===== config.mk =====
export PLATFORM = sky130hd
export DESIGN_NAME = cbr_regs
export DESIGN_NICKNAME = d
export VERILOG_FILES = /design/src/verilog/cbr_fix_note.sv /design/src/pkg/cbr_pkg.sv /design/src/verilog/cbr_regs.sv
export VERILOG_INCLUDE_DIRS = /design/src /design/src/pkg
export SDC_FILE = /design/constraint.sdc
export NUM_CORES = 1
export LEC_CHECK = 0
export BUFFER_PORTS_ARGS = -buffer_cell sky130_fd_sc_hd__buf_4
export CAP_MARGIN = 5
export CORE_ASPECT_RATIO = 1.25
export CORE_MARGIN = 2
export CORE_UTILIZATION = 54
export DETAILED_ROUTE_END_ITERATION = 10
export PLACE_DENSITY_LB_ADDON = 0.15
export SKIP_LAST_GASP = 1
export SLEW_MARGIN = 40
export SYNTH_ARGS = -nofsm -noshare
export SYNTH_HDL_FRONTEND = slang
export SYNTH_SLANG_ARGS = --single-unit

===== constraint.sdc =====
create_clock -name sys_clk -period 2.85 [get_ports sys_clk]
set_input_delay 0.57 -clock sys_clk [delete_from_list [all_inputs] [get_ports sys_clk]]
set_output_delay 0.57 -clock sys_clk [all_outputs]
set_load 0.01 [all_outputs]

===== src/pkg/cbr_cfg.svh =====
`ifndef CBR_CFG_SVH
`define CBR_CFG_SVH

// register byte addresses on the serial bus
`define CBR_ADDR_CLK_CFG    8'h06
`define CBR_ADDR_BR_DIV     8'h07
`define CBR_ADDR_SCR_SEED   8'h08
`define CBR_ADDR_A_INT      8'h09
`define CBR_ADDR_A_FRAC0    8'h0a
`define CBR_ADDR_A_FRAC1    8'h0b
`define CBR_ADDR_A_FRAC2    8'h0c
`define CBR_ADDR_B_INT      8'h0d
`define CBR_ADDR_B_FRAC0    8'h0e
`define CBR_ADDR_B_FRAC1    8'h0f
`define CBR_ADDR_B_FRAC2    8'h10
`define CBR_ADDR_C_INT      8'h11
`define CBR_ADDR_C_FRAC0    8'h12
`define CBR_ADDR_C_FRAC1    8'h13
`define CBR_ADDR_C_FRAC2    8'h14
`define CBR_NUM_REGS        15

// clock_out_config field positions
`define CBR_SRC_HI          7
`define CBR_SRC_LO          6
`define CBR_POST_HI         5
`define CBR_POST_LO         4
`define CBR_PRE_HI          3
`define CBR_PRE_LO          1
`define CBR_ON_BIT          0

// reset values
`define CBR_RST_CLK_CFG     8'h09
`define CBR_RST_BR_DIV      8'h80
`define CBR_RST_SCR_SEED    8'hab
`define CBR_RST_INT         8'h40
`define CBR_RST_FRAC_LOW    8'h00
`define CBR_RST_FRAC_HIGH   8'h10

// writable bit masks
`define CBR_MASK_INT        8'h7f
`define CBR_MASK_FRAC_HIGH  8'h1f
`define CBR_MASK_FULL       8'hff

// default clock after the strap: divide by 16, pre-scaler source
`define CBR_AUTO_PRE        3'h4
`define CBR_AUTO_POST       2'h0
`define CBR_AUTO_SRC        2'h0

// serial frame: command byte then one data byte
`define CBR_CMD_LAST_BIT    5'h07
`define CBR_DATA_LAST_BIT   5'h0f
`define CBR_RW_BIT          7

`endif


===== src/verilog/cbr_fix_note.sv =====
`timescale 1ns/1ps
`default_nettype none
`default_nettype wire


===== src/pkg/cbr_pkg.sv =====
package cbr_pkg;
  typedef enum logic [1:0] {
    CBR_IDLE = 2'b00,
    CBR_CMD  = 2'b01,
    CBR_DATA = 2'b10,
    CBR_DONE = 2'b11
  } cbr_spi_state_t;

  typedef logic [7:0] cbr_byte_t;
endpackage


===== src/verilog/cbr_regs.sv =====
`timescale 1ns/1ps
`default_nettype none
`include "cbr_cfg.svh"
// Contract
// - clock source 00 pre, 01 bit-rate clock, 10 its inverse, 11 post clock
// - post-scaler divides by 1, 2, 4 or 8 for codes 0 to 3
// - pre-scaler divides the crystal clock by two to the code
// - enable low: pin shows oscillator-stable level; high: selected clock
// - data input low at first enable rise forces output on at divide 16
// - bit rate is crystal over pre times divisor+1 times post; the bit-rate clock runs at half that
// - bit-rate divisor is eight bits, codes map straight to 0..255
// - scrambler loads its seed at the start of every transmission
// - fractional ratio is 21 bits over low, middle and five high bits
// - integer offset is seven bits 6:0, bit 7 unused
module cbr_regs #(
  parameter int SCR_W = 8
) (
  input wire logic sys_clk, // crystal clock, 100 MHz
  input wire logic rst, // synchronous reset, active high
  input wire logic spi_en, // serial enable pin, frame while high
  input wire logic spi_sck, // serial clock pin
  input wire logic spi_sdio_in, // serial data pin, input side
  output logic spi_sdio_out, // serial data pin, output side
  output logic spi_sdio_oe_n, // low while this block drives data
  input wire logic xosc_stable, // oscillator stable level, asynchronous
  input wire logic tx_start, // one-cycle pulse, transmission begins
  output logic clock_out_pin, // divided clock output
  output logic bit_tick, // one-cycle pulse per data bit
  output logic scram_bit, // scrambler output bit
  output logic [6:0] chan_a_int_offset, // channel a integer offset
  output logic [6:0] chan_b_int_offset, // channel b integer offset
  output logic [6:0] chan_c_int_offset, // channel c integer offset
  output logic [20:0] chan_a_frac, // channel a fractional ratio
  output logic [20:0] chan_b_frac, // channel b fractional ratio
  output logic [20:0] chan_c_frac // channel c fractional ratio
);
  import cbr_pkg::*;

  if (SCR_W != 8) begin : g_chk
    $error("cbr_regs: scrambler width must be 8");
  end

  function automatic cbr_byte_t reg_mask(input logic [7:0] addr);
    case (addr)
      `CBR_ADDR_A_INT, `CBR_ADDR_B_INT, `CBR_ADDR_C_INT: reg_mask = `CBR_MASK_INT;
      `CBR_ADDR_A_FRAC2, `CBR_ADDR_B_FRAC2, `CBR_ADDR_C_FRAC2: reg_mask = `CBR_MASK_FRAC_HIGH;
      default: reg_mask = `CBR_MASK_FULL;
    endcase
  endfunction

  function automatic cbr_byte_t reg_reset(input logic [7:0] addr);
    case (addr)
      `CBR_ADDR_CLK_CFG: reg_reset = `CBR_RST_CLK_CFG;
      `CBR_ADDR_BR_DIV: reg_reset = `CBR_RST_BR_DIV;
      `CBR_ADDR_SCR_SEED: reg_reset = `CBR_RST_SCR_SEED;
      `CBR_ADDR_A_INT, `CBR_ADDR_B_INT, `CBR_ADDR_C_INT: reg_reset = `CBR_RST_INT;
      `CBR_ADDR_A_FRAC2, `CBR_ADDR_B_FRAC2, `CBR_ADDR_C_FRAC2: reg_reset = `CBR_RST_FRAC_HIGH;
      default: reg_reset = `CBR_RST_FRAC_LOW;
    endcase
  endfunction

  // all-ones mask of 'code' bits: a counter matching it wraps every 2**code
  function automatic logic [6:0] div_mask(input logic [2:0] code);
    div_mask = 7'((8'h01 << code) - 8'h01);
  endfunction

  // array slot of a register; callers keep addr inside the bank
  function automatic logic [3:0] reg_idx(input logic [7:0] addr);
    reg_idx = 4'(addr - `CBR_ADDR_CLK_CFG);
  endfunction

  // pin synchronisers; stage 1 feeds stage 2 only
  logic en_s1_q, en_s2_q, en_s3_q;
  logic sck_s1_q, sck_s2_q, sck_s3_q;
  logic sdi_s1_q, sdi_s2_q;
  logic xo_s1_q, xo_s2_q;

  always_ff @(posedge sys_clk) begin
    if (rst) begin
      {en_s1_q, en_s2_q, en_s3_q} <= 3'h0;
      {sck_s1_q, sck_s2_q, sck_s3_q} <= 3'h0;
      {sdi_s1_q, sdi_s2_q, xo_s1_q, xo_s2_q} <= 4'h0;
    end else begin
      {en_s1_q, en_s2_q, en_s3_q} <= {spi_en, en_s1_q, en_s2_q};
      {sck_s1_q, sck_s2_q, sck_s3_q} <= {spi_sck, sck_s1_q, sck_s2_q};
      {sdi_s1_q, sdi_s2_q, xo_s1_q, xo_s2_q} <= {spi_sdio_in, sdi_s1_q, xosc_stable, xo_s1_q};
    end
  end

  wire en_rise = en_s2_q & ~en_s3_q;
  wire sck_rise = sck_s2_q & ~sck_s3_q;
  wire sck_fall = ~sck_s2_q & sck_s3_q;

  // register file and serial slave
  cbr_byte_t regs_q [`CBR_NUM_REGS];
  cbr_spi_state_t state_q;
  logic [4:0] bit_cnt_q;
  cbr_byte_t shift_q, cmd_q, rd_q;
  logic sdo_q, oe_n_q;

  wire [7:0] in_byte = {shift_q[6:0], sdi_s2_q};
  wire cmd_read = in_byte[`CBR_RW_BIT];
  wire [7:0] cmd_addr = {1'b0, in_byte[6:0]};
  wire [7:0] data_addr = {1'b0, cmd_q[6:0]};
  wire cmd_hit = (cmd_addr >= `CBR_ADDR_CLK_CFG) && (cmd_addr <= `CBR_ADDR_C_FRAC2);
  wire data_hit = (data_addr >= `CBR_ADDR_CLK_CFG) && (data_addr <= `CBR_ADDR_C_FRAC2);
  wire [3:0] cmd_idx = reg_idx(cmd_addr);
  wire [3:0] wr_idx = reg_idx(data_addr);
  wire [7:0] rd_data = cmd_hit ? regs_q[cmd_idx] : 8'h00;
  wire wr_en = (state_q == CBR_DATA) && sck_rise && (bit_cnt_q == `CBR_DATA_LAST_BIT) &&
               ~cmd_q[`CBR_RW_BIT] && data_hit;
  // bits 7:5 of the high fractional bytes are never stored
  wire [7:0] wr_data = in_byte & reg_mask(data_addr);

  always_ff @(posedge sys_clk) begin
    if (rst) begin
      state_q <= CBR_IDLE;
      bit_cnt_q <= 5'h00;
      shift_q <= 8'h00;
      cmd_q <= 8'h00;
      rd_q <= 8'h00;
      sdo_q <= 1'b0;
      oe_n_q <= 1'b1;
    end else if (!en_s2_q) begin
      state_q <= CBR_IDLE;
      oe_n_q <= 1'b1;
    end else begin
      case (state_q)
        CBR_IDLE: begin
          state_q <= CBR_CMD;
          bit_cnt_q <= 5'h00;
        end
        CBR_CMD, CBR_DATA: begin
          if (sck_rise) begin
            shift_q <= in_byte;
            bit_cnt_q <= bit_cnt_q + 5'h01;
            if (state_q == CBR_CMD && bit_cnt_q == `CBR_CMD_LAST_BIT) begin
              state_q <= CBR_DATA;
              cmd_q <= in_byte;
              rd_q <= {rd_data[6:0], 1'b0};
              sdo_q <= rd_data[7];
              oe_n_q <= ~cmd_read;
            end
            if (state_q == CBR_DATA && bit_cnt_q == `CBR_DATA_LAST_BIT) begin
              state_q <= CBR_DONE;
            end
          end
          if (sck_fall && state_q == CBR_DATA && bit_cnt_q != 5'h08) begin
            sdo_q <= rd_q[7];
            rd_q <= {rd_q[6:0], 1'b0};
          end
        end
        CBR_DONE: oe_n_q <= 1'b1;
        default: state_q <= CBR_IDLE;
      endcase
    end
  end

  always_ff @(posedge sys_clk) begin
    for (int i = 0; i < `CBR_NUM_REGS; i++) begin
      if (rst) begin
        regs_q[i] <= reg_reset(8'(i + `CBR_ADDR_CLK_CFG));
      end else if (wr_en && wr_idx == 4'(i)) begin
        regs_q[i] <= wr_data;
      end
    end
  end

  // index the array directly: a function reading regs_q would hide it from the sensitivity
  wire cbr_byte_t clk_cfg = regs_q[reg_idx(`CBR_ADDR_CLK_CFG)];
  wire cbr_byte_t br_div = regs_q[reg_idx(`CBR_ADDR_BR_DIV)];
  wire cbr_byte_t scr_seed = regs_q[reg_idx(`CBR_ADDR_SCR_SEED)];

  assign chan_a_int_offset = regs_q[reg_idx(`CBR_ADDR_A_INT)][6:0];
  assign chan_b_int_offset = regs_q[reg_idx(`CBR_ADDR_B_INT)][6:0];
  assign chan_c_int_offset = regs_q[reg_idx(`CBR_ADDR_C_INT)][6:0];
  assign chan_a_frac = {regs_q[reg_idx(`CBR_ADDR_A_FRAC2)][4:0],
                        regs_q[reg_idx(`CBR_ADDR_A_FRAC1)],
                        regs_q[reg_idx(`CBR_ADDR_A_FRAC0)]};
  assign chan_b_frac = {regs_q[reg_idx(`CBR_ADDR_B_FRAC2)][4:0],
                        regs_q[reg_idx(`CBR_ADDR_B_FRAC1)],
                        regs_q[reg_idx(`CBR_ADDR_B_FRAC0)]};
  assign chan_c_frac = {regs_q[reg_idx(`CBR_ADDR_C_FRAC2)][4:0],
                        regs_q[reg_idx(`CBR_ADDR_C_FRAC1)],
                        regs_q[reg_idx(`CBR_ADDR_C_FRAC0)]};

  // strap: only the first enable rise after reset counts
  logic seen_en_q, auto_q;
  always_ff @(posedge sys_clk) begin
    if (rst) begin
      seen_en_q <= 1'b0;
      auto_q <= 1'b0;
    end else if (en_rise && !seen_en_q) begin
      seen_en_q <= 1'b1;
      auto_q <= ~sdi_s2_q;
    end else if (wr_en && data_addr == `CBR_ADDR_CLK_CFG) begin
      auto_q <= 1'b0; // host takes over once it programs the clock
    end
  end

  wire clock_on = clk_cfg[`CBR_ON_BIT] | auto_q;
  wire [2:0] pre_sel = auto_q ? `CBR_AUTO_PRE : clk_cfg[`CBR_PRE_HI:`CBR_PRE_LO];
  wire [1:0] post_sel = auto_q ? `CBR_AUTO_POST : clk_cfg[`CBR_POST_HI:`CBR_POST_LO];
  wire [1:0] src_sel = auto_q ? `CBR_AUTO_SRC : clk_cfg[`CBR_SRC_HI:`CBR_SRC_LO];

  // divider chain; pre and post clocks are one-cycle pulses, so divide by 1
  // shows as a steady high level: a limitation of a single-clock design
  logic [6:0] pre_cnt_q;
  logic [2:0] post_cnt_q;
  logic [7:0] br_cnt_q;
  logic br_clk_q, clk_out_q;
  wire [6:0] pre_m = div_mask(pre_sel);
  wire [2:0] post_m = 3'(div_mask({1'b0, post_sel}));
  wire pre_tick = (pre_cnt_q & pre_m) == pre_m;
  wire post_tick = pre_tick && ((post_cnt_q & post_m) == post_m);
  wire br_wrap = post_tick && (br_cnt_q == br_div);
  assign bit_tick = br_wrap;

  always_ff @(posedge sys_clk) begin
    if (rst) begin
      pre_cnt_q <= 7'h00;
      post_cnt_q <= 3'h0;
      br_cnt_q <= 8'h00;
      br_clk_q <= 1'b0;
    end else begin
      pre_cnt_q <= pre_cnt_q + 7'h01;
      if (pre_tick) begin
        post_cnt_q <= post_cnt_q + 3'h1;
      end
      if (post_tick) begin
        br_cnt_q <= br_wrap ? 8'h00 : br_cnt_q + 8'h01;
      end
      if (br_wrap) begin
        br_clk_q <= ~br_clk_q;
      end
    end
  end

  logic sel_clk;
  always_comb begin
    case (src_sel)
      2'b00: sel_clk = pre_tick;
      2'b01: sel_clk = br_clk_q;
      2'b10: sel_clk = ~br_clk_q;
      2'b11: sel_clk = post_tick;
      default: sel_clk = 1'b0;
    endcase
  end

  always_ff @(posedge sys_clk) begin
    if (rst) begin
      clk_out_q <= 1'b0;
    end else begin
      clk_out_q <= clock_on ? sel_clk : xo_s2_q;
    end
  end

  // scrambler, x^8 + x^6 + x^5 + x^4 + 1, one step per data bit
  logic [SCR_W-1:0] lfsr_q;
  wire lfsr_fb = lfsr_q[7] ^ lfsr_q[5] ^ lfsr_q[4] ^ lfsr_q[3];
  always_ff @(posedge sys_clk) begin
    if (rst) begin
      lfsr_q <= `CBR_RST_SCR_SEED;
    end else if (tx_start) begin
      lfsr_q <= scr_seed;
    end else if (br_wrap) begin
      lfsr_q <= {lfsr_q[6:0], lfsr_fb};
    end
  end

  assign scram_bit = lfsr_q[7];
  assign clock_out_pin = clk_out_q;
  assign spi_sdio_out = sdo_q;
  assign spi_sdio_oe_n = oe_n_q;

  property p_src_inv;
    @(posedge sys_clk) disable iff (rst)
    clock_on && src_sel == 2'b10 |=> clk_out_q == !$past(br_clk_q);
  endproperty
  a_src_inv: assert property (p_src_inv) else $error("inverted source wrong");

  property p_post1;
    @(posedge sys_clk) disable iff (rst)
    post_sel == 2'b00 && pre_tick |-> post_tick;
  endproperty
  a_post1: assert property (p_post1) else $error("post divide by 1 wrong");

  property p_post8;
    @(posedge sys_clk) disable iff (rst)
    post_sel == 2'b11 && post_tick |=> (!post_tick || post_sel != 2'b11) [*7];
  endproperty
  a_post8: assert property (p_post8) else $error("post divide by 8 wrong");

  property p_pre1;
    @(posedge sys_clk) disable iff (rst)
    pre_sel == 3'h0 |-> pre_tick;
  endproperty
  a_pre1: assert property (p_pre1) else $error("pre divide by 1 wrong");

  property p_off;
    @(posedge sys_clk) disable iff (rst)
    !clock_on |=> clk_out_q == $past(xo_s2_q);
  endproperty
  a_off: assert property (p_off) else $error("disabled output not stable flag");

  property p_strap;
    @(posedge sys_clk) disable iff (rst)
    en_rise && !seen_en_q && !sdi_s2_q |=> auto_q && clock_on && pre_m == 7'h0f;
  endproperty
  a_strap: assert property (p_strap) else $error("strap did not enable clock");

  property p_wrap;
    @(posedge sys_clk) disable iff (rst)
    br_wrap |=> br_cnt_q == 8'h00 && br_clk_q != $past(br_clk_q);
  endproperty
  a_wrap: assert property (p_wrap) else $error("bit-rate wrap wrong");

  property p_count;
    @(posedge sys_clk) disable iff (rst)
    post_tick && !br_wrap |=> br_cnt_q == $past(br_cnt_q) + 8'h01;
  endproperty
  a_count: assert property (p_count) else $error("bit-rate count wrong");

  property p_seed;
    @(posedge sys_clk) disable iff (rst)
    tx_start |=> lfsr_q == $past(scr_seed);
  endproperty
  a_seed: assert property (p_seed) else $error("scrambler seed not loaded");

  property p_frac_hi;
    @(posedge sys_clk) disable iff (rst)
    wr_en && data_addr == `CBR_ADDR_A_FRAC2 |=> chan_a_frac[20:16] == $past(in_byte[4:0]);
  endproperty
  a_frac_hi: assert property (p_frac_hi) else $error("frac high byte wrong");

  property p_int;
    @(posedge sys_clk) disable iff (rst)
    wr_en && data_addr == `CBR_ADDR_B_INT |=> chan_b_int_offset == $past(in_byte[6:0]);
  endproperty
  a_int: assert property (p_int) else $error("integer offset write wrong");
endmodule
`default_nettype wire


Word level (Yosys, flattened, before mapping). Memories as Yosys holds them, arrays and structs flattened. Cells that the tools add are included.

Output and inout port bits: 89. Input bits: 7. Logic and storage cells: 253. Memories: 1. Flip-flop bits (word level): 72. Bits in writable memories: 120.

Memory list: regs_q (depth 15, bits a word 8, rd ports 16, clocked after Yosys merged registers in 0, write ports 15, line cbr_regs.sv:95) `` cbr_byte_t regs_q [`CBR_NUM_REGS]; ``.

Eq/ne operators: 36. Reduce and logical (&&, ||, !) cells: 49. Mux-type cells: 95. Bitwise gates (word level): 33. Shifts and indexed selects: 2. $add $sub $neg: 8. $lt $le $gt $ge: 4.

Operators by type and width (count): $mux 8 (28); $mux 1 (55); $logic_and 1x1->1 (29); $eq 4x4->1 const B (7); $eq 7x4->1 const B (3); $eq 7x5->1 const B (3); $eq 4x3->1 const B (4); $or 1x1->1 (16); $pmux 8 s2 (1); $ge 7x3->1 const B (2); $le 7x5->1 const B (2); $reduce_and 3->1 (4); $reduce_bool 2->1 (6); $mux 2 (5); $pmux 5 s2 (1); $add 8x1->8 const B (1); $and 8x8->8 (1); $eq 2x2->1 const B (4); $eq 4x2->1 const B (2); $eq 8x8->1 (1); $not 1->1 (8); $reduce_and 4->1 (2); $sub 4x3->4 const B (2); $add 7x1->7 const B (1); other kinds (30) (39).

Longest topological paths before layout.
Depth after elaboration: 11. Mapped depth: 13. Gate-level depth less buffers: 9.

Least setup slack after synthesis. No wires, ideal clock.

Kind: flip-flop to output port. Start: memory regs_q[0][3] in the netlist's numbering. End: output bit_tick. Cell stages (with the launch flop): 10. Path buffers: 2. Slack: 0.009 ns. Data arrival time: 2.271 ns. Path through: edfxtp_1 > buf_2 > nor3_1 > nand2b_1 > ha_1 > nor2_1 > a311oi_2 > o2111ai_2 > nor4_4 > buf_6.

RTL lines: start, declared (line cbr_regs.sv:95); end, declared (line cbr_regs.sv:28) `output logic bit_tick,`.

==> flow_summary.yaml <==
floorplan:
  die_h_um: 151
  rows: 53
  num_io_pins: 96
  die_w_um: 122
  die-area_um2: 18400
  start_util: 0.554
  core_area_um2: 16800
run_status:
  violations: "negative setup slack"
  outcome: "complete, but fails checks"
layout:
  drive_above_1_share: 0.265
  diodes: 0
  syn_to_final_growth_pct: 16.3
  postLayoutCoreUtil: 0.644
  layout.cells.most_common: "buf_4"
  layout_common_cells: "buf_4, edfxtp_1, nor2_1"
  fin_area_um2: 10900
  fin_cells: 1132
  final_nets: 921
placed_design:
  hpwl_um: 17100
  numPortBuffers: 95
  gp_congestion: 0.891
  dpl_worst_slack_ns: 0.0596
  dp_cells: 1097
  placed_area_um2: 10200
synthesis:
  synth_ff_type: "edfxtp_1"
  postSynthNetCount: 847
  synth_cell_types: 63
  yosysWarnings: 0
  syn_area_per_cell_um2: 11.3
  syn_inst: 825
  yosys_register_bits: 191
  synth.cell_area_um2: 9330
  async_reset_ff_frac: 0
  synthTopCellsByArea: "edfxtp_1, dfxtp_1, mux4_2, nor2_1, buf_4"
  synth_top_area_frac: 0.386
  synth_top_area_cell: "edfxtp_1"
  synth_edf_count: 120
  synth_seq_area_share: 0.538
global_routing:
  antenna_found_initial: 0
  groute.layer.met1.usage: 0.337
  grt_pass1_vias: 6584
  busiest_layer: "met2"
  grt.met3_usage: 0.0399
  grt_overflow: 0
  grt_util_all_layers: 0.267
  met2_usage: 0.463
  grt_max_degree: 41
  grt_pass1_wl_um: 36600
routing:
  wl_per_cell_um: 20.7
  drt-total-wl_um: 23500
  drt_iter0_drc: 523
  ant_nets: 0
  drc: 0
  dr.pass1.iters: 5
  via_per_inst: 5.88
  vias: 6659
setup_path:
  start_kind: "register"
  r2r_start: "bit_cnt_q[1]$_SDFFE_PP0P_"
  crit_type: "reg -> out"
  required_ns: 2.28
  path_max_fanout: 2
  worstPathArrival_ns: 2.28
  critPathCaptureType: "output pin"
  r2r-end: "regs_q[11][7]$_SDFFCE_PN0P_"
  reg2reg_depth: 10
  rrSetupSlack_ns: 0.18
clock_tree:
  numCtsBuffers: 17
  htreeDepth: 4
  cts_tree: "built"
  cts_root_buf: "clkbuf_16"
  cts_buffer_depth: 2
  clock-sinks: 191
  clkTransAtPathRegs_ns: 0.07
  postCtsHoldBufs: 0
  clk_latency_ns: 0.44
pwr:
  power_mw: 5.73
  p_int_mw: 4.39
  ir_drop_uv: 407
  power_frac_clock: 0.410
  combPwrFrac: 0.056
  sequentialPowerShare: 0.535
  switching_share: 0.234
  power_density_nw_per_um2: 528
  power.switching_mw: 1.34
  p_leak_nw: 3.98
timing:
  finalCritPeriodShare: 1.00
  fin_ws_ns: -0.00343
  relSlewSlack: 0.530
  fin_hold_ws_ns: 0.351
  finalMaxSlewViolations: 0
  setup_viol: 1
  period_needed_ns: 2.85
  max_slew.worst_pin.slew_ns: 0.705
  tns_ns: -0.00343
  skew_ns: 0.00757
  rsz0062_at_grt: "true"
  hold_viol: 0
  max_freq_mhz: 350
worst_hold_path:
  min_delay_path_depth: 2
  hold_end: "en_s1_q$_SDFF_PP0_"
  hold_class: "in -> reg"
  worstHoldStart: "spi_en"
job:
  maxCapViolations: 0
[sequential cells by signal (all words and copies together), names as in the netlist, 2 cells and up]
signal	flops
bit_cnt_q	5
br_cnt_q	8
cmd_q	8
lfsr_q	8
post_cnt_q	3
pre_cnt_q	7
rd_q	7
regs_q	120
shift_q	7
state_q	2
[worst max path at each step]
| stage | from | endpoint | slack [ns] | cells after the start |
|---|---|---|---|---|
| after detailed placement | bit_cnt_q[1]$_SDFFE_PP0P_ | regs_q[7][6]$_SDFFCE_PN1P_ | 0.06 | 9 |
| after floorplan | regs_q[0][3]$_SDFFCE_PN1P_ | bit_tick | 0.009 | 9 |
| final | regs_q[0][2]$_SDFFCE_PN0P_ | bit_tick | -0.003 | 8 |
| after global placement | bit_cnt_q[1]$_SDFFE_PP0P_ | regs_q[14][5]$_SDFFCE_PN0P_ | 0.18 | 9 |
| after CTS | regs_q[0][2]$_SDFFCE_PN0P_ | bit_tick | -0.04 | 8 |
| after global routing | regs_q[0][2]$_SDFFCE_PN0P_ | bit_tick | -0.19 | 8 |
[cells in the mapped netlist, drive strengths merged (8+ instances only)]
cell type	number
edfxtp	120
nor2	109
dfxtp	71
buf	56
nand2	52
and3	44
clkbuf	38
a21oi	33
mux4	31
nor3	28
xnor2	24
mux2i	19
nor2b	18
inv	16
ha	15
a211oi	14
and2	14
o21ai	14
nand2b	10
nor4	10
o21bai	9
a22oi	8
nand3	8
[what timing repair did]
| action | in CTS | in global routing |
|---|---|---|
| setup endpoints to repair | 1 | 134 |
| gates resized for setup | 2 | 8 |
| setup buffers | 2 | 1 |
| hold endpoints to repair | 0 | 0 |
| pin swaps | 7 | 1 |
[cells by family after synthesis]
logic type,count (synthesis),share of synthesized area
and+or+nand+nor,328,0.181
muxes,51,0.0964
xor gates and xnor gates,29,0.0280
other,1,0.000402
buffers and inverters,110,0.0621
DFF,191,0.538
adders and majority gates,15,0.0201
AOI/OAI and AO/OA,100,0.0736
[power by group through the flow]
| stage | sequential, mW | combinational, mW | clock, mW |
|---|---|---|---|
| 4_1_cts | 3.06 | 0.321 | 2.37 |
| 3_3_place_gp | 3.12 | 0.309 | 0 |
| 5_1_grt | 3.07 | 0.342 | 2.47 |
| 3_5_place_dp | 3.12 | 0.316 | 0 |
| 6_report | 3.06 | 0.320 | 2.35 |
| 2_1_floorplan | 3.11 | 0.191 | 0 |
[per-layer routing]
| layer | vias up | part of all wire |
|---|---|---|
| met1 | 3276 | 0.40 |
| met3 | 48 | 0.061 |
| met4 | 0 | 0.026 |
| met5 | - | 0 |
| li1 | 3078 | - |
| met2 | 257 | 0.52 |
[worst max-delay path: stages (launching register included)]
cell       delay (ns)
edfxtp_1         0.41
nor3_2           0.20
nand2_1          0.08
ha_1             0.29
nor2_1           0.05
a311oi_2         0.25
o2111ai_4        0.20
nor4_4           0.20
buf_4            0.17
[layout make-up]
| class | count | area, um^2 |
|---|---|---|
| Tap cell | 220 | 275 |
| Multi-Input combinational cell | 524 | 3780 |
| Fill cell | 1336 | 5990 |
| Clock buffer | 17 | 425 |
| Timing Repair Buffer | 149 | 1130 |
| Sequential cell | 191 | 5030 |
| Clock inverter | 15 | 151 |
| Inverter | 16 | 60.1 |
Note: power is estimated with default switching activity, not from simulation.
